$ cat src/shared/sbbd_pkg.sv
// package: encodings, field positions and constants of the shift/branch/bit-invert decoder
// How it works
// - immediate count zero means eight
// - register count taken modulo sixty-four
// - direction zero right, one left
// - size 00 byte, 01 word, 10 long
// - register shift uses low register field
// - memory shift accepts memory alterable modes only
// - taken branch loads address plus two plus displacement
// - displacement is signed byte distance
// - zero short displacement fetches word extension
// - all-ones short displacement fetches long extension
// - four-bit condition field decode
// - bit invert sets zero flag, others kept
// - register modulo 32 long, memory modulo 8 byte
// - bit zero is least significant
// - bit number static word or data register
// - left shift fills zeros, overflow on sign change
// - right shift replicates sign bit
// - zero count keeps extend, clears carry
// - memory shift is word by one
package sbbd_pkg;
  // ****************************************************************
  // opcode fields
  // ****************************************************************
  localparam logic [3:0] OP_SHIFT = 4'he;
  localparam logic [3:0] OP_BRANCH = 4'h6;
  localparam logic [3:0] OP_BITOP = 4'h0;
  localparam logic [1:0] SIZE_BYTE = 2'h0;
  localparam logic [1:0] SIZE_WORD = 2'h1;
  localparam logic [1:0] SIZE_LONG = 2'h2;
  localparam logic [1:0] SIZE_MEM = 2'h3;
  localparam logic [1:0] SHIFT_KIND_ARITH = 2'h0;
  localparam logic [2:0] MODE_DREG = 3'h0;
  localparam logic [2:0] MODE_IND_FIRST = 3'h2;
  localparam logic [2:0] MODE_IND_LAST = 3'h6;
  localparam logic [2:0] MODE_EXT = 3'h7;
  localparam logic [2:0] EXT_ABS_W = 3'h0;
  localparam logic [2:0] EXT_ABS_L = 3'h1;
  localparam logic [2:0] BITOP_INVERT = 3'h5;
  localparam logic [7:0] STATIC_BITOP_HI = 8'h08;
  localparam logic [1:0] STATIC_INVERT_TYPE = 2'h1;
  localparam logic [7:0] DISP_WORD = 8'h00;
  localparam logic [7:0] DISP_LONG = 8'hff;
  localparam logic [31:0] PC_STEP = 32'h0000_0002;
  localparam logic [5:0] COUNT_MOD_MASK = 6'h3f;
  localparam logic [3:0] COUNT_ZERO_MEANS = 4'h8;
  // ****************************************************************
  // condition codes
  // ****************************************************************
  typedef enum logic [3:0] {
    CC_T = 4'h0, CC_F = 4'h1, CC_HI = 4'h2, CC_LS = 4'h3,
    CC_CC = 4'h4, CC_CS = 4'h5, CC_NE = 4'h6, CC_EQ = 4'h7,
    CC_VC = 4'h8, CC_VS = 4'h9, CC_PL = 4'ha, CC_MI = 4'hb,
    CC_GE = 4'hc, CC_LT = 4'hd, CC_GT = 4'he, CC_LE = 4'hf
  } sbbd_cond_t;
  typedef struct packed {
    logic x;
    logic n;
    logic z;
    logic v;
    logic c;
  } sbbd_flags_t;
endpackage : sbbd_pkg

$ cat src/shared/sbbd_alu_if.sv
// interface: operand/result bundle between the sequencer and the shifter
`timescale 1ns/100ps
interface sbbd_alu_if;
  logic [31:0] operand;
  logic [6:0] count;
  logic [1:0] size;
  logic left;
  logic [31:0] result;
  sbbd_pkg::sbbd_flags_t flags_in;
  sbbd_pkg::sbbd_flags_t flags_out;
  modport seq (output operand, count, size, left, flags_in, input result, flags_out);
  modport alu (input operand, count, size, left, flags_in, output result, flags_out);
endinterface : sbbd_alu_if

$ cat src/logic/sbbd_top.sv
// module: decode and execute of arithmetic shift, conditional branch and bit invert
`timescale 1ns/100ps
module sbbd_top (
  input wire logic CLK_I,
  input wire logic RESET_I,
  input wire logic INSTR_VALID_I,
  input wire logic [15:0] INSTR_WORD_I,
  input wire logic [31:0] INSTR_PC_I,
  input wire logic EXT_VALID_I,
  input wire logic [15:0] EXT_WORD_I,
  input wire logic [31:0] DREG_FILE_I,
  input wire logic [31:0] MEM_RDATA_I,
  input wire logic MEM_RVALID_I,
  input wire logic MEM_WDONE_I,
  input wire sbbd_pkg::sbbd_flags_t FLAGS_I,
  output logic BUSY_O,
  output logic DONE_O,
  output logic ILLEGAL_O,
  output logic EXT_REQ_O,
  output logic [2:0] DREG_RSEL_O,
  output logic DREG_WE_O,
  output logic [2:0] DREG_WSEL_O,
  output logic [31:0] DREG_WDATA_O,
  output logic MEM_RREQ_O,
  output logic MEM_WREQ_O,
  output logic [5:0] MEM_EA_O,
  output logic MEM_BYTE_O,
  output logic [31:0] MEM_WDATA_O,
  output logic FLAGS_WE_O,
  output sbbd_pkg::sbbd_flags_t FLAGS_O,
  output logic PC_WE_O,
  output logic [31:0] PC_O
);
  // ****************************************************************
  // state and working registers
  // ****************************************************************
  typedef enum logic [3:0] {
    S_IDLE, S_RD_COUNT, S_RD_OPND, S_MEM_RD, S_MEM_WR, S_EXT_HI, S_EXT_LO,
    S_BIT_NUM, S_FINISH
  } sbbd_state_t;
  typedef enum logic [1:0] {K_SHIFT, K_MSHIFT, K_BRANCH, K_BIT} sbbd_kind_t;

  sbbd_state_t state_r;
  sbbd_kind_t kind_r;
  logic [15:0] op_r;
  logic [31:0] pc_r;
  logic [6:0] count_r;
  logic [31:0] opnd_r;
  logic [31:0] disp_r;
  logic [4:0] bitno_r;
  logic [31:0] res_r;
  sbbd_pkg::sbbd_flags_t flg_r;
  logic need_lo_r;

  sbbd_alu_if alu_bus();
  logic cond_true;
  sbbd_shift u_shift (.alu(alu_bus));
  sbbd_cond u_cond (.cond_i(op_r[11:8]), .flags_i(FLAGS_I), .true_o(cond_true));

  // ****************************************************************
  // decode of a fresh instruction word
  // ****************************************************************
  function automatic logic mem_alterable(input logic [5:0] ea);
    logic [2:0] m;
    logic [2:0] r;
    m = ea[5:3];
    r = ea[2:0];
    mem_alterable = (m >= sbbd_pkg::MODE_IND_FIRST && m <= sbbd_pkg::MODE_IND_LAST) ||
                    (m == sbbd_pkg::MODE_EXT &&
                     (r == sbbd_pkg::EXT_ABS_W || r == sbbd_pkg::EXT_ABS_L));
  endfunction : mem_alterable

  logic w_shift;
  logic w_mshift;
  logic w_branch;
  logic w_bitdyn;
  logic w_bitsta;
  logic w_bit_ea_ok;
  always_comb begin
    w_shift = INSTR_WORD_I[15:12] == sbbd_pkg::OP_SHIFT &&
              INSTR_WORD_I[7:6] != sbbd_pkg::SIZE_MEM &&
              INSTR_WORD_I[4:3] == sbbd_pkg::SHIFT_KIND_ARITH;
    w_mshift = INSTR_WORD_I[15:12] == sbbd_pkg::OP_SHIFT &&
               INSTR_WORD_I[11:9] == 3'h0 &&
               INSTR_WORD_I[7:6] == sbbd_pkg::SIZE_MEM &&
               mem_alterable(INSTR_WORD_I[5:0]);
    w_branch = INSTR_WORD_I[15:12] == sbbd_pkg::OP_BRANCH;
    w_bit_ea_ok = INSTR_WORD_I[5:3] == sbbd_pkg::MODE_DREG ||
                  mem_alterable(INSTR_WORD_I[5:0]);
    w_bitdyn = INSTR_WORD_I[15:12] == sbbd_pkg::OP_BITOP &&
               INSTR_WORD_I[8:6] == sbbd_pkg::BITOP_INVERT && w_bit_ea_ok;
    w_bitsta = INSTR_WORD_I[15:8] == sbbd_pkg::STATIC_BITOP_HI &&
               INSTR_WORD_I[7:6] == sbbd_pkg::STATIC_INVERT_TYPE && w_bit_ea_ok;
  end

  // ****************************************************************
  // sequencer
  // ****************************************************************
  always_ff @(posedge CLK_I) begin
    if (RESET_I) begin
      state_r <= S_IDLE;
      kind_r <= K_SHIFT;
      op_r <= 16'h0000;
      pc_r <= 32'h0000_0000;
      count_r <= 7'h00;
      opnd_r <= 32'h0000_0000;
      disp_r <= 32'h0000_0000;
      bitno_r <= 5'h00;
      need_lo_r <= 1'b0;
    end else begin
      unique case (state_r)
        S_IDLE: begin
          if (INSTR_VALID_I) begin
            op_r <= INSTR_WORD_I;
            pc_r <= INSTR_PC_I;
            if (w_shift) begin
              kind_r <= K_SHIFT;
              count_r <= (INSTR_WORD_I[11:9] == 3'h0) ?
                         7'(sbbd_pkg::COUNT_ZERO_MEANS) : {4'h0, INSTR_WORD_I[11:9]};
              state_r <= INSTR_WORD_I[5] ? S_RD_COUNT : S_RD_OPND;
            end else if (w_mshift) begin
              kind_r <= K_MSHIFT;
              count_r <= 7'h01;
              state_r <= S_MEM_RD;
            end else if (w_branch) begin
              kind_r <= K_BRANCH;
              disp_r <= {{24{INSTR_WORD_I[7]}}, INSTR_WORD_I[7:0]};
              if (INSTR_WORD_I[7:0] == sbbd_pkg::DISP_WORD) begin
                need_lo_r <= 1'b0;
                state_r <= S_EXT_LO;
              end else if (INSTR_WORD_I[7:0] == sbbd_pkg::DISP_LONG) begin
                need_lo_r <= 1'b1;
                state_r <= S_EXT_HI;
              end else begin
                state_r <= S_FINISH;
              end
            end else if (w_bitdyn || w_bitsta) begin
              kind_r <= K_BIT;
              state_r <= w_bitsta ? S_BIT_NUM : S_RD_COUNT;
            end else begin
              kind_r <= K_MSHIFT; // refused: this kind writes nothing at finish
              state_r <= S_FINISH;
            end
          end
        end
        S_RD_COUNT: begin
          if (kind_r == K_BIT) begin
            bitno_r <= DREG_FILE_I[4:0];
            state_r <= (op_r[5:3] == sbbd_pkg::MODE_DREG) ? S_RD_OPND : S_MEM_RD;
          end else begin
            count_r <= {1'b0, DREG_FILE_I[5:0] & sbbd_pkg::COUNT_MOD_MASK};
            state_r <= S_RD_OPND;
          end
        end
        S_BIT_NUM: begin
          if (EXT_VALID_I) begin
            bitno_r <= EXT_WORD_I[4:0];
            state_r <= (op_r[5:3] == sbbd_pkg::MODE_DREG) ? S_RD_OPND : S_MEM_RD;
          end
        end
        S_RD_OPND: begin
          opnd_r <= DREG_FILE_I;
          state_r <= S_FINISH;
        end
        S_MEM_RD: begin
          if (MEM_RVALID_I) begin
            opnd_r <= MEM_RDATA_I;
            state_r <= S_MEM_WR;
          end
        end
        S_MEM_WR: begin
          if (MEM_WDONE_I) state_r <= S_IDLE;
        end
        S_EXT_HI: begin
          if (EXT_VALID_I) begin
            disp_r[31:16] <= EXT_WORD_I;
            state_r <= S_EXT_LO;
          end
        end
        S_EXT_LO: begin
          if (EXT_VALID_I) begin
            disp_r <= need_lo_r ? {disp_r[31:16], EXT_WORD_I} :
                      {{16{EXT_WORD_I[15]}}, EXT_WORD_I};
            state_r <= S_FINISH;
          end
        end
        S_FINISH: state_r <= S_IDLE;
        default: state_r <= S_IDLE;
      endcase
    end
  end

  // ****************************************************************
  // datapath: shifter feed and bit invert
  // ****************************************************************
  logic is_mem;
  logic [4:0] bit_sel;
  logic tested;
  logic [31:0] inv_val;
  assign is_mem = kind_r == K_MSHIFT || (kind_r == K_BIT && op_r[5:3] != sbbd_pkg::MODE_DREG);
  assign bit_sel = is_mem ? {2'h0, bitno_r[2:0]} : bitno_r;
  assign tested = opnd_r[bit_sel];
  assign inv_val = opnd_r ^ (32'h0000_0001 << bit_sel);

  always_comb begin
    alu_bus.operand = opnd_r;
    alu_bus.count = count_r;
    alu_bus.size = (kind_r == K_MSHIFT) ? sbbd_pkg::SIZE_WORD : op_r[7:6];
    alu_bus.left = op_r[8];
    alu_bus.flags_in = FLAGS_I;
  end

  // ****************************************************************
  // registered outputs
  // ****************************************************************
  logic fin;
  logic mem_end;
  assign fin = state_r == S_FINISH;
  assign mem_end = state_r == S_MEM_WR && MEM_WDONE_I;

  always_ff @(posedge CLK_I) begin
    if (RESET_I) begin
      DONE_O <= 1'b0;
      ILLEGAL_O <= 1'b0;
      DREG_WE_O <= 1'b0;
      DREG_WSEL_O <= 3'h0;
      DREG_WDATA_O <= 32'h0000_0000;
      FLAGS_WE_O <= 1'b0;
      FLAGS_O <= '0;
      PC_WE_O <= 1'b0;
      PC_O <= 32'h0000_0000;
      MEM_WDATA_O <= 32'h0000_0000;
    end else begin
      DONE_O <= fin || mem_end;
      ILLEGAL_O <= state_r == S_IDLE && INSTR_VALID_I &&
                   !(w_shift || w_mshift || w_branch || w_bitdyn || w_bitsta);
      DREG_WE_O <= fin && (kind_r == K_SHIFT || kind_r == K_BIT);
      DREG_WSEL_O <= op_r[2:0];
      DREG_WDATA_O <= (kind_r == K_BIT) ? inv_val : alu_bus.result;
      FLAGS_WE_O <= (fin && (kind_r == K_SHIFT || kind_r == K_BIT)) || mem_end;
      FLAGS_O <= (kind_r == K_BIT) ? {FLAGS_I.x, FLAGS_I.n, !tested, FLAGS_I.v, FLAGS_I.c} :
                 alu_bus.flags_out;
      PC_WE_O <= fin && kind_r == K_BRANCH && cond_true;
      PC_O <= pc_r + sbbd_pkg::PC_STEP + disp_r;
      MEM_WDATA_O <= (kind_r == K_BIT) ? inv_val : alu_bus.result;
    end
  end

  // request levels drop on the edge that sees the answer, so no transfer repeats
  always_ff @(posedge CLK_I) begin
    if (RESET_I) begin
      BUSY_O <= 1'b0;
      EXT_REQ_O <= 1'b0;
      DREG_RSEL_O <= 3'h0;
      MEM_RREQ_O <= 1'b0;
      MEM_WREQ_O <= 1'b0;
      MEM_EA_O <= 6'h00;
      MEM_BYTE_O <= 1'b0;
    end else begin
      BUSY_O <= state_r != S_IDLE || INSTR_VALID_I;
      EXT_REQ_O <= state_r inside {S_EXT_HI, S_EXT_LO, S_BIT_NUM} && !EXT_VALID_I;
      DREG_RSEL_O <= (state_r != S_IDLE) ? op_r[2:0] :
                     (w_shift && !INSTR_WORD_I[5]) ? INSTR_WORD_I[2:0] : INSTR_WORD_I[11:9];
      MEM_RREQ_O <= state_r == S_MEM_RD && !MEM_RVALID_I;
      MEM_WREQ_O <= state_r == S_MEM_WR && !MEM_WDONE_I;
      MEM_EA_O <= op_r[5:0];
      MEM_BYTE_O <= kind_r == K_BIT;
    end
  end
endmodule : sbbd_top

$ cat src/logic/sbbd_cond.sv
// module: branch condition evaluator
`timescale 1ns/100ps
module sbbd_cond (
  input wire logic [3:0] cond_i,
  input wire sbbd_pkg::sbbd_flags_t flags_i,
  output logic true_o
);
  logic n_ne_v;
  assign n_ne_v = flags_i.n ^ flags_i.v;
  always_comb begin
    unique case (sbbd_pkg::sbbd_cond_t'(cond_i))
      sbbd_pkg::CC_T: true_o = 1'b1;
      sbbd_pkg::CC_F: true_o = 1'b0;
      sbbd_pkg::CC_HI: true_o = !flags_i.c && !flags_i.z;
      sbbd_pkg::CC_LS: true_o = flags_i.c || flags_i.z;
      sbbd_pkg::CC_CC: true_o = !flags_i.c;
      sbbd_pkg::CC_CS: true_o = flags_i.c;
      sbbd_pkg::CC_NE: true_o = !flags_i.z;
      sbbd_pkg::CC_EQ: true_o = flags_i.z;
      sbbd_pkg::CC_VC: true_o = !flags_i.v;
      sbbd_pkg::CC_VS: true_o = flags_i.v;
      sbbd_pkg::CC_PL: true_o = !flags_i.n;
      sbbd_pkg::CC_MI: true_o = flags_i.n;
      sbbd_pkg::CC_GE: true_o = !n_ne_v;
      sbbd_pkg::CC_LT: true_o = n_ne_v;
      sbbd_pkg::CC_GT: true_o = !n_ne_v && !flags_i.z;
      sbbd_pkg::CC_LE: true_o = flags_i.z || n_ne_v;
    endcase
  end
endmodule : sbbd_cond

$ cat src/logic/sbbd_shift.sv
// module: arithmetic shifter with flag generation
`timescale 1ns/100ps
module sbbd_shift (
  sbbd_alu_if.alu alu
);
  function automatic logic msb_of(input logic [31:0] v, input logic [1:0] sz);
    unique case (sz)
      sbbd_pkg::SIZE_BYTE: msb_of = v[7];
      sbbd_pkg::SIZE_WORD: msb_of = v[15];
      default: msb_of = v[31];
    endcase
  endfunction : msb_of

  function automatic logic [31:0] merge(input logic [31:0] old, input logic [31:0] nv,
                                        input logic [1:0] sz);
    unique case (sz)
      sbbd_pkg::SIZE_BYTE: merge = {old[31:8], nv[7:0]};
      sbbd_pkg::SIZE_WORD: merge = {old[31:16], nv[15:0]};
      default: merge = nv;
    endcase
  endfunction : merge

  // bit-serial loop: at most 63 steps, simple and exact for the overflow rule
  always_comb begin
    logic [31:0] v;
    logic last;
    logic ovf;
    logic s0;
    v = alu.operand;
    last = 1'b0;
    ovf = 1'b0;
    s0 = msb_of(alu.operand, alu.size);
    for (int i = 0; i < 64; i++) begin
      if (7'(i) < alu.count) begin
        if (alu.left) begin
          last = msb_of(v, alu.size);
          v = {v[30:0], 1'b0};
          if (msb_of(v, alu.size) != s0) ovf = 1'b1;
        end else begin
          last = v[0];
          v = {v[31], v[31:1]};
          unique case (alu.size)
            sbbd_pkg::SIZE_BYTE: v[7] = v[6];
            sbbd_pkg::SIZE_WORD: v[15] = v[14];
            default: v[31] = v[30];
          endcase
        end
      end
    end
    alu.result = merge(alu.operand, v, alu.size);
    alu.flags_out.n = msb_of(v, alu.size);
    unique case (alu.size)
      sbbd_pkg::SIZE_BYTE: alu.flags_out.z = (v[7:0] == 8'h00);
      sbbd_pkg::SIZE_WORD: alu.flags_out.z = (v[15:0] == 16'h0000);
      default: alu.flags_out.z = (v == 32'h0000_0000);
    endcase
    alu.flags_out.v = ovf;
    alu.flags_out.c = (alu.count == 7'h00) ? 1'b0 : last;
    alu.flags_out.x = (alu.count == 7'h00) ? alu.flags_in.x : last;
  end
endmodule : sbbd_shift

$ cat config.mk
export PLATFORM = sky130hd
export DESIGN_NAME = sbbd_top
export DESIGN_NICKNAME = d
export VERILOG_FILES = /design/src/shared/sbbd_pkg.sv /design/src/shared/sbbd_alu_if.sv /design/src/logic/sbbd_top.sv /design/src/logic/sbbd_cond.sv /design/src/logic/sbbd_shift.sv
export SDC_FILE = /design/constraint.sdc
export NUM_CORES = 2
export LEC_CHECK = 0
export BUFFER_PORTS_ARGS = -buffer_cell sky130_fd_sc_hd__buf_2
export CAP_MARGIN = 10
export CORE_AREA = 2 2 216 218
export CTS_BUF_LIST = sky130_fd_sc_hd__clkbuf_4 sky130_fd_sc_hd__clkbuf_8
export CTS_CLUSTER_DIAMETER = 60
export DETAILED_ROUTE_END_ITERATION = 7
export DIE_AREA = 0 0 218 220
export GPL_TIMING_DRIVEN = 0
export PLACE_DENSITY = 0.86
export SYNTH_ARGS = -nofsm -noshare
export SYNTH_HDL_FRONTEND = slang
export SYNTH_SLANG_ARGS = --single-unit
$ cat constraint.sdc
create_clock -name CLK_I -period 17.35 [get_ports CLK_I]
set_input_delay 0.8675 -clock CLK_I [delete_from_list [all_inputs] [get_ports CLK_I]]
set_output_delay 0.8675 -clock CLK_I [all_outputs]
set_load 0.01 [all_outputs]
==> flow_metrics.env, run 1 <==
export IMPL_netlist_instances=4204
export IMPL_synth_distinct_cells=113
export IMPL_status="did not finish"
export IMPL_grt_usage=0.803
export IMPL_portBuffers=260
export IMPL_grt_max_degree=16
export IMPL_die_w_um=218
export IMPL_gr_total_overflow=26
export IMPL_ios=262
export IMPL_syn_mean_instance_area_sq_um=6.48
export IMPL_stop_error="[ERROR GRT-0116] Global routing finished with congestion. Check the congestion regions in the DRC Viewer."
export IMPL_initial_core_util=0.594
export IMPL_cts_setup_buffers=0
export IMPL_place_congestion=1.35
export IMPL_synth_main_ff_cell="dfxtp_1"
export IMPL_ctsResizeCount=0
export IMPL_yosysSeqAreaShare=0.157
export IMPL_synth_area_sq_um=27200
export IMPL_grt_pass1_wl_mm=290
export IMPL_syn_num_nets=4408
export IMPL_placedCellCount=5075
export IMPL_grt_pass1_vias=43600
export IMPL_cts_hold_buf=0
export IMPL_cts_sinks=214
export IMPL_num_rows=79
export IMPL_cts_max_level=1
export IMPL_synth_edf_count=0
export IMPL_synth_warnings=0
export IMPL_ctsRootBufferMaster="clkbuf_8"
export IMPL_place_hpwl_mm=135
export IMPL_ys_seq_elements=214
export IMPL_clk_path_buf_depth=3
export IMPL_dieHeight_um=220
export IMPL_stop_stage="5_1_grt"
export IMPL_numCtsBuffers=30
export IMPL_async_flop_share=0
metrics by stage:
| stage | hold slack (ns) | worst slack [ns] | instance area, sq um |
|---|---|---|---|
| floorplan | 0.436 | 11.19 | 27200 |
| global placement | 0.447 | 6.00 | 29300 |
| detailed placement | 0.458 | 6.36 | 29300 |
| CTS | 0.432 | 6.19 | 30100 |
cell families after synthesis:
family,synth area share
compound gates,0.424
simple gates,0.276
buf+inv,0.0705
flops,0.157
mux,0.0300
fa+ha+maj,0.0302
xor+xnor,0.0116
Yosys cell counts, types with 51 or more instances:
| cell | count | area share |
|---|---|---|
| a31oi_1 | 110 | 0.025 |
| nor2_1 | 511 | 0.070 |
| nor3_1 | 126 | 0.023 |
| dfxtp_1 | 214 | 0.16 |
| a211oi_1 | 104 | 0.029 |
| nand2_1 | 596 | 0.082 |
| o22ai_1 | 60 | 0.014 |
| o21ai_0 | 319 | 0.059 |
| clkbuf_1 | 264 | 0.036 |
| nand3_1 | 113 | 0.021 |
| ha_1 | 64 | 0.029 |
| inv_1 | 51 | 0.0070 |
| a21oi_1 | 465 | 0.085 |
| o211ai_1 | 69 | 0.019 |
layer usage:
layer	global-route usage	GRT overflow
met5	0.435	0
met4	0.791	13
met3	0.680	1
met2	0.936	11
met1	0.805	1
==> run 2: changes to the inputs <==
- CORE_AREA: 2 2 216 218 -> 2 2 264 266
- CTS_BUF_LIST: sky130_fd_sc_hd__clkbuf_4 sky130_fd_sc_hd__clkbuf_8 -> unset
- CTS_CLUSTER_DIAMETER: 60 -> unset
- DIE_AREA: 0 0 218 220 -> 0 0 266 268
- PLACE_DENSITY: 0.86 -> unset
- PLACE_DENSITY_LB_ADDON: unset -> 0.15
==> run 2 against run 1 <==
The flow now finishes, with violations (design-rule violations); synthesized cell count is the same; area after synthesis is the same.
==> flow_metrics.env, run 2 <==
export IMPL_layout_common_cells="596 x nand2_1, 510 x nor2_1, 465 x a21oi_1"
export IMPL_async_flop_share=0
export IMPL_place_hpwl_mm=156
export IMPL_worstMarginPinSlew_ns=1.43
export IMPL_cts_tree="built"
export IMPL_cp_slowest_cell="buf_1"
export IMPL_num_rows=96
export IMPL_fmax_mhz=74.4
export IMPL_drive_gt1_frac=0.117
export IMPL_grt_usage=0.541
export IMPL_crit_family="buffers and inverters"
export IMPL_fin_crit_sh=0.775
export IMPL_synth_edf_count=0
export IMPL_fill_cells=7497
export IMPL_status="finished, violations left"
export IMPL_numCtsBuffers=22
export IMPL_worstSetupPathType="flip-flop to flip-flop"
export IMPL_yosysSeqAreaShare=0.157
export IMPL_r2r_cells=27
export IMPL_crit_arrival_ns=13.84
export IMPL_finalNonFillerCells=5411
export IMPL_area_delta_synth_final_pct=12.4
export IMPL_cts_max_level=1
export IMPL_fin_area_sq_um=30600
export IMPL_rsz0062_at_grt="false"
export IMPL_synth_warnings=0
export IMPL_clk_path_buf_depth=3
export IMPL_initial_core_util=0.399
export IMPL_holdWs_ns=0.459
export IMPL_core_area_sq_um=68200
export IMPL_routed_wl_mm=201
export IMPL_synth_largest_area_cell="dfxtp_1"
export IMPL_failed_checks="design-rule violations"
export IMPL_grt_max_degree=16
export IMPL_final_common_cell="nand2_1"
export IMPL_ctsRootBufferMaster="clkbuf_16"
export IMPL_netlist_instances=4204
export IMPL_initialDrtViolationCount=7783
export IMPL_cts_sinks=214
export IMPL_critPathMaxStageDelay_ns=1.02
export IMPL_ios=262
export IMPL_drv_slew=0
export IMPL_synth_top_area_frac=0.157
export IMPL_syn_num_nets=4408
export IMPL_critPathMaxFanout=10
export IMPL_routedWlPerCell_um=37.1
export IMPL_endpoint_kind="flip-flop"
export IMPL_postRouteAntennaNets=0
export IMPL_clk_pin_slew_ns=0.07
export IMPL_placedCellCount=5354
export IMPL_setup_tns_ns=0
export IMPL_peakVddDrop_uv=93.0
export IMPL_required_ns=17.75
export IMPL_die_area_sq_um=71300
export IMPL_finalClockSkew_ns=0.0198
export IMPL_cts_hold_buf=0
export IMPL_synth_area_leaders="dfxtp_1 16%, a21oi_1 8.5%, nand2_1 8.2%"
export IMPL_ctsResizeCount=0
export IMPL_p_leak_uw=0.0115
export IMPL_path_depth=27
export IMPL_drc=31
export IMPL_place_congestion=1.18
export IMPL_hold_viol=0
export IMPL_slew_headroom=0.0348
export IMPL_cts_setup_buffers=0
export IMPL_min_path_type="flip-flop to flip-flop"
export IMPL_vias=41000
export IMPL_placed_area_sq_um=29700
export IMPL_portBuffers=260
export IMPL_fin_crit_ns=13.44
export IMPL_antenna_found_initial=10
export IMPL_synth_distinct_cells=113
export IMPL_gr_total_overflow=0
export IMPL_setup_violations=0
export IMPL_dieHeight_um=268
export IMPL_crit_top_cell="buf_4"
export IMPL_maxCapViolCount=0
export IMPL_worst_path_buf_inv=19
export IMPL_fin_nets=4712
export IMPL_die_w_um=266
export IMPL_synthTopCellsByCount="596 x nand2_1, 511 x nor2_1, 465 x a21oi_1"
export IMPL_grt_pass1_wl_mm=280
export IMPL_synth_main_ff_cell="dfxtp_1"
export IMPL_power_density_nw_per_um2=97.6
export IMPL_clock_latency_ns=0.54
export IMPL_grt_pass1_vias=38100
export IMPL_vias_per_cell=7.58
export IMPL_drtPass1Iterations=8
export IMPL_post_synth_top_count_cell="nand2_1"
export IMPL_synth_area_sq_um=27200
export IMPL_hold_depth=2
export IMPL_startpoint_type="flip-flop"
export IMPL_syn_mean_instance_area_sq_um=6.48
export IMPL_ys_seq_elements=214
-- run 2: per-stage QoR --
| step | utilization | worst slack, ns | power, uW |
|---|---|---|---|
| after floorplan | - | 11.19 | 1600 |
| after global placement | 0.434 | 5.68 | 2320 |
| after detailed placement | 0.436 | 5.76 | 2310 |
| after CTS | 0.446 | 5.71 | 2800 |
| after global routing | 0.448 | 4.87 | 3010 |
| final | 0.448 | 3.91 | 2990 |
-- run 2: worst paths after layout --
kind | start | endpoint | slack [ns]
max | op_r[8] | FLAGS_O[2] | 3.91
max reg2reg | op_r[8] | FLAGS_O[2] | 3.91
min | pc_r[4] | pc_r[4] | 0.46
min reg2reg | pc_r[4] | pc_r[4] | 0.46
-- run 2: report_power, final --
group,switching (uW),internal (uW),total [uW]
clock network,212,276,488
registers,32.5,536,568
logic,1390,543,1930
total,1630,1350,2990
-- run 2: area by class of cell --
cell class | instances | area, sq um | area share
well taps | 882 | 1100 | 0.0361
plain buffers | 383 | 1720 | 0.0563
clock buffers | 31 | 646 | 0.0211
clock inverters | 8 | 82.6 | 0.00270
repair buffers | 280 | 1500 | 0.0489
flip-flops and latches | 214 | 4280 | 0.140
multi-input cells | 3555 | 21100 | 0.688
inverters | 52 | 195 | 0.00638
diodes | 6 | 15.0 | 0.000491
-- run 2: per-layer routing --
metal | routed length, um | track usage | up-vias
met5 | 171 | 0.00743 | -
met4 | 20200 | 0.421 | 16
met3 | 32300 | 0.255 | 1254
met2 | 78100 | 0.765 | 4101
met1 | 70200 | 0.626 | 19100
li1 | - | - | 16500
-- run 2: worst min-delay path: stages (launching register included) --
cell and delay, ns:
dfxtp_1 0.31, nand2_1 0.05, a21oi_1 0.05
-- run 2: kinds of logic (layout without fill, tap and decap cells) --
| family | Yosys count | in the layout | synth area share |
|---|---|---|---|
| mux | 65 | 65 | 0.0300 |
| fa+ha+maj | 65 | 65 | 0.0302 |
| simple gates | 1660 | 1660 | 0.276 |
| compound gates | 1729 | 1729 | 0.424 |
| xor+xnor | 36 | 36 | 0.0116 |
| flops | 214 | 214 | 0.157 |
| other cells | 0 | 6 | 0 |
| buf+inv | 435 | 754 | 0.0705 |
Note: power is estimated with default switching activity, not from simulation.
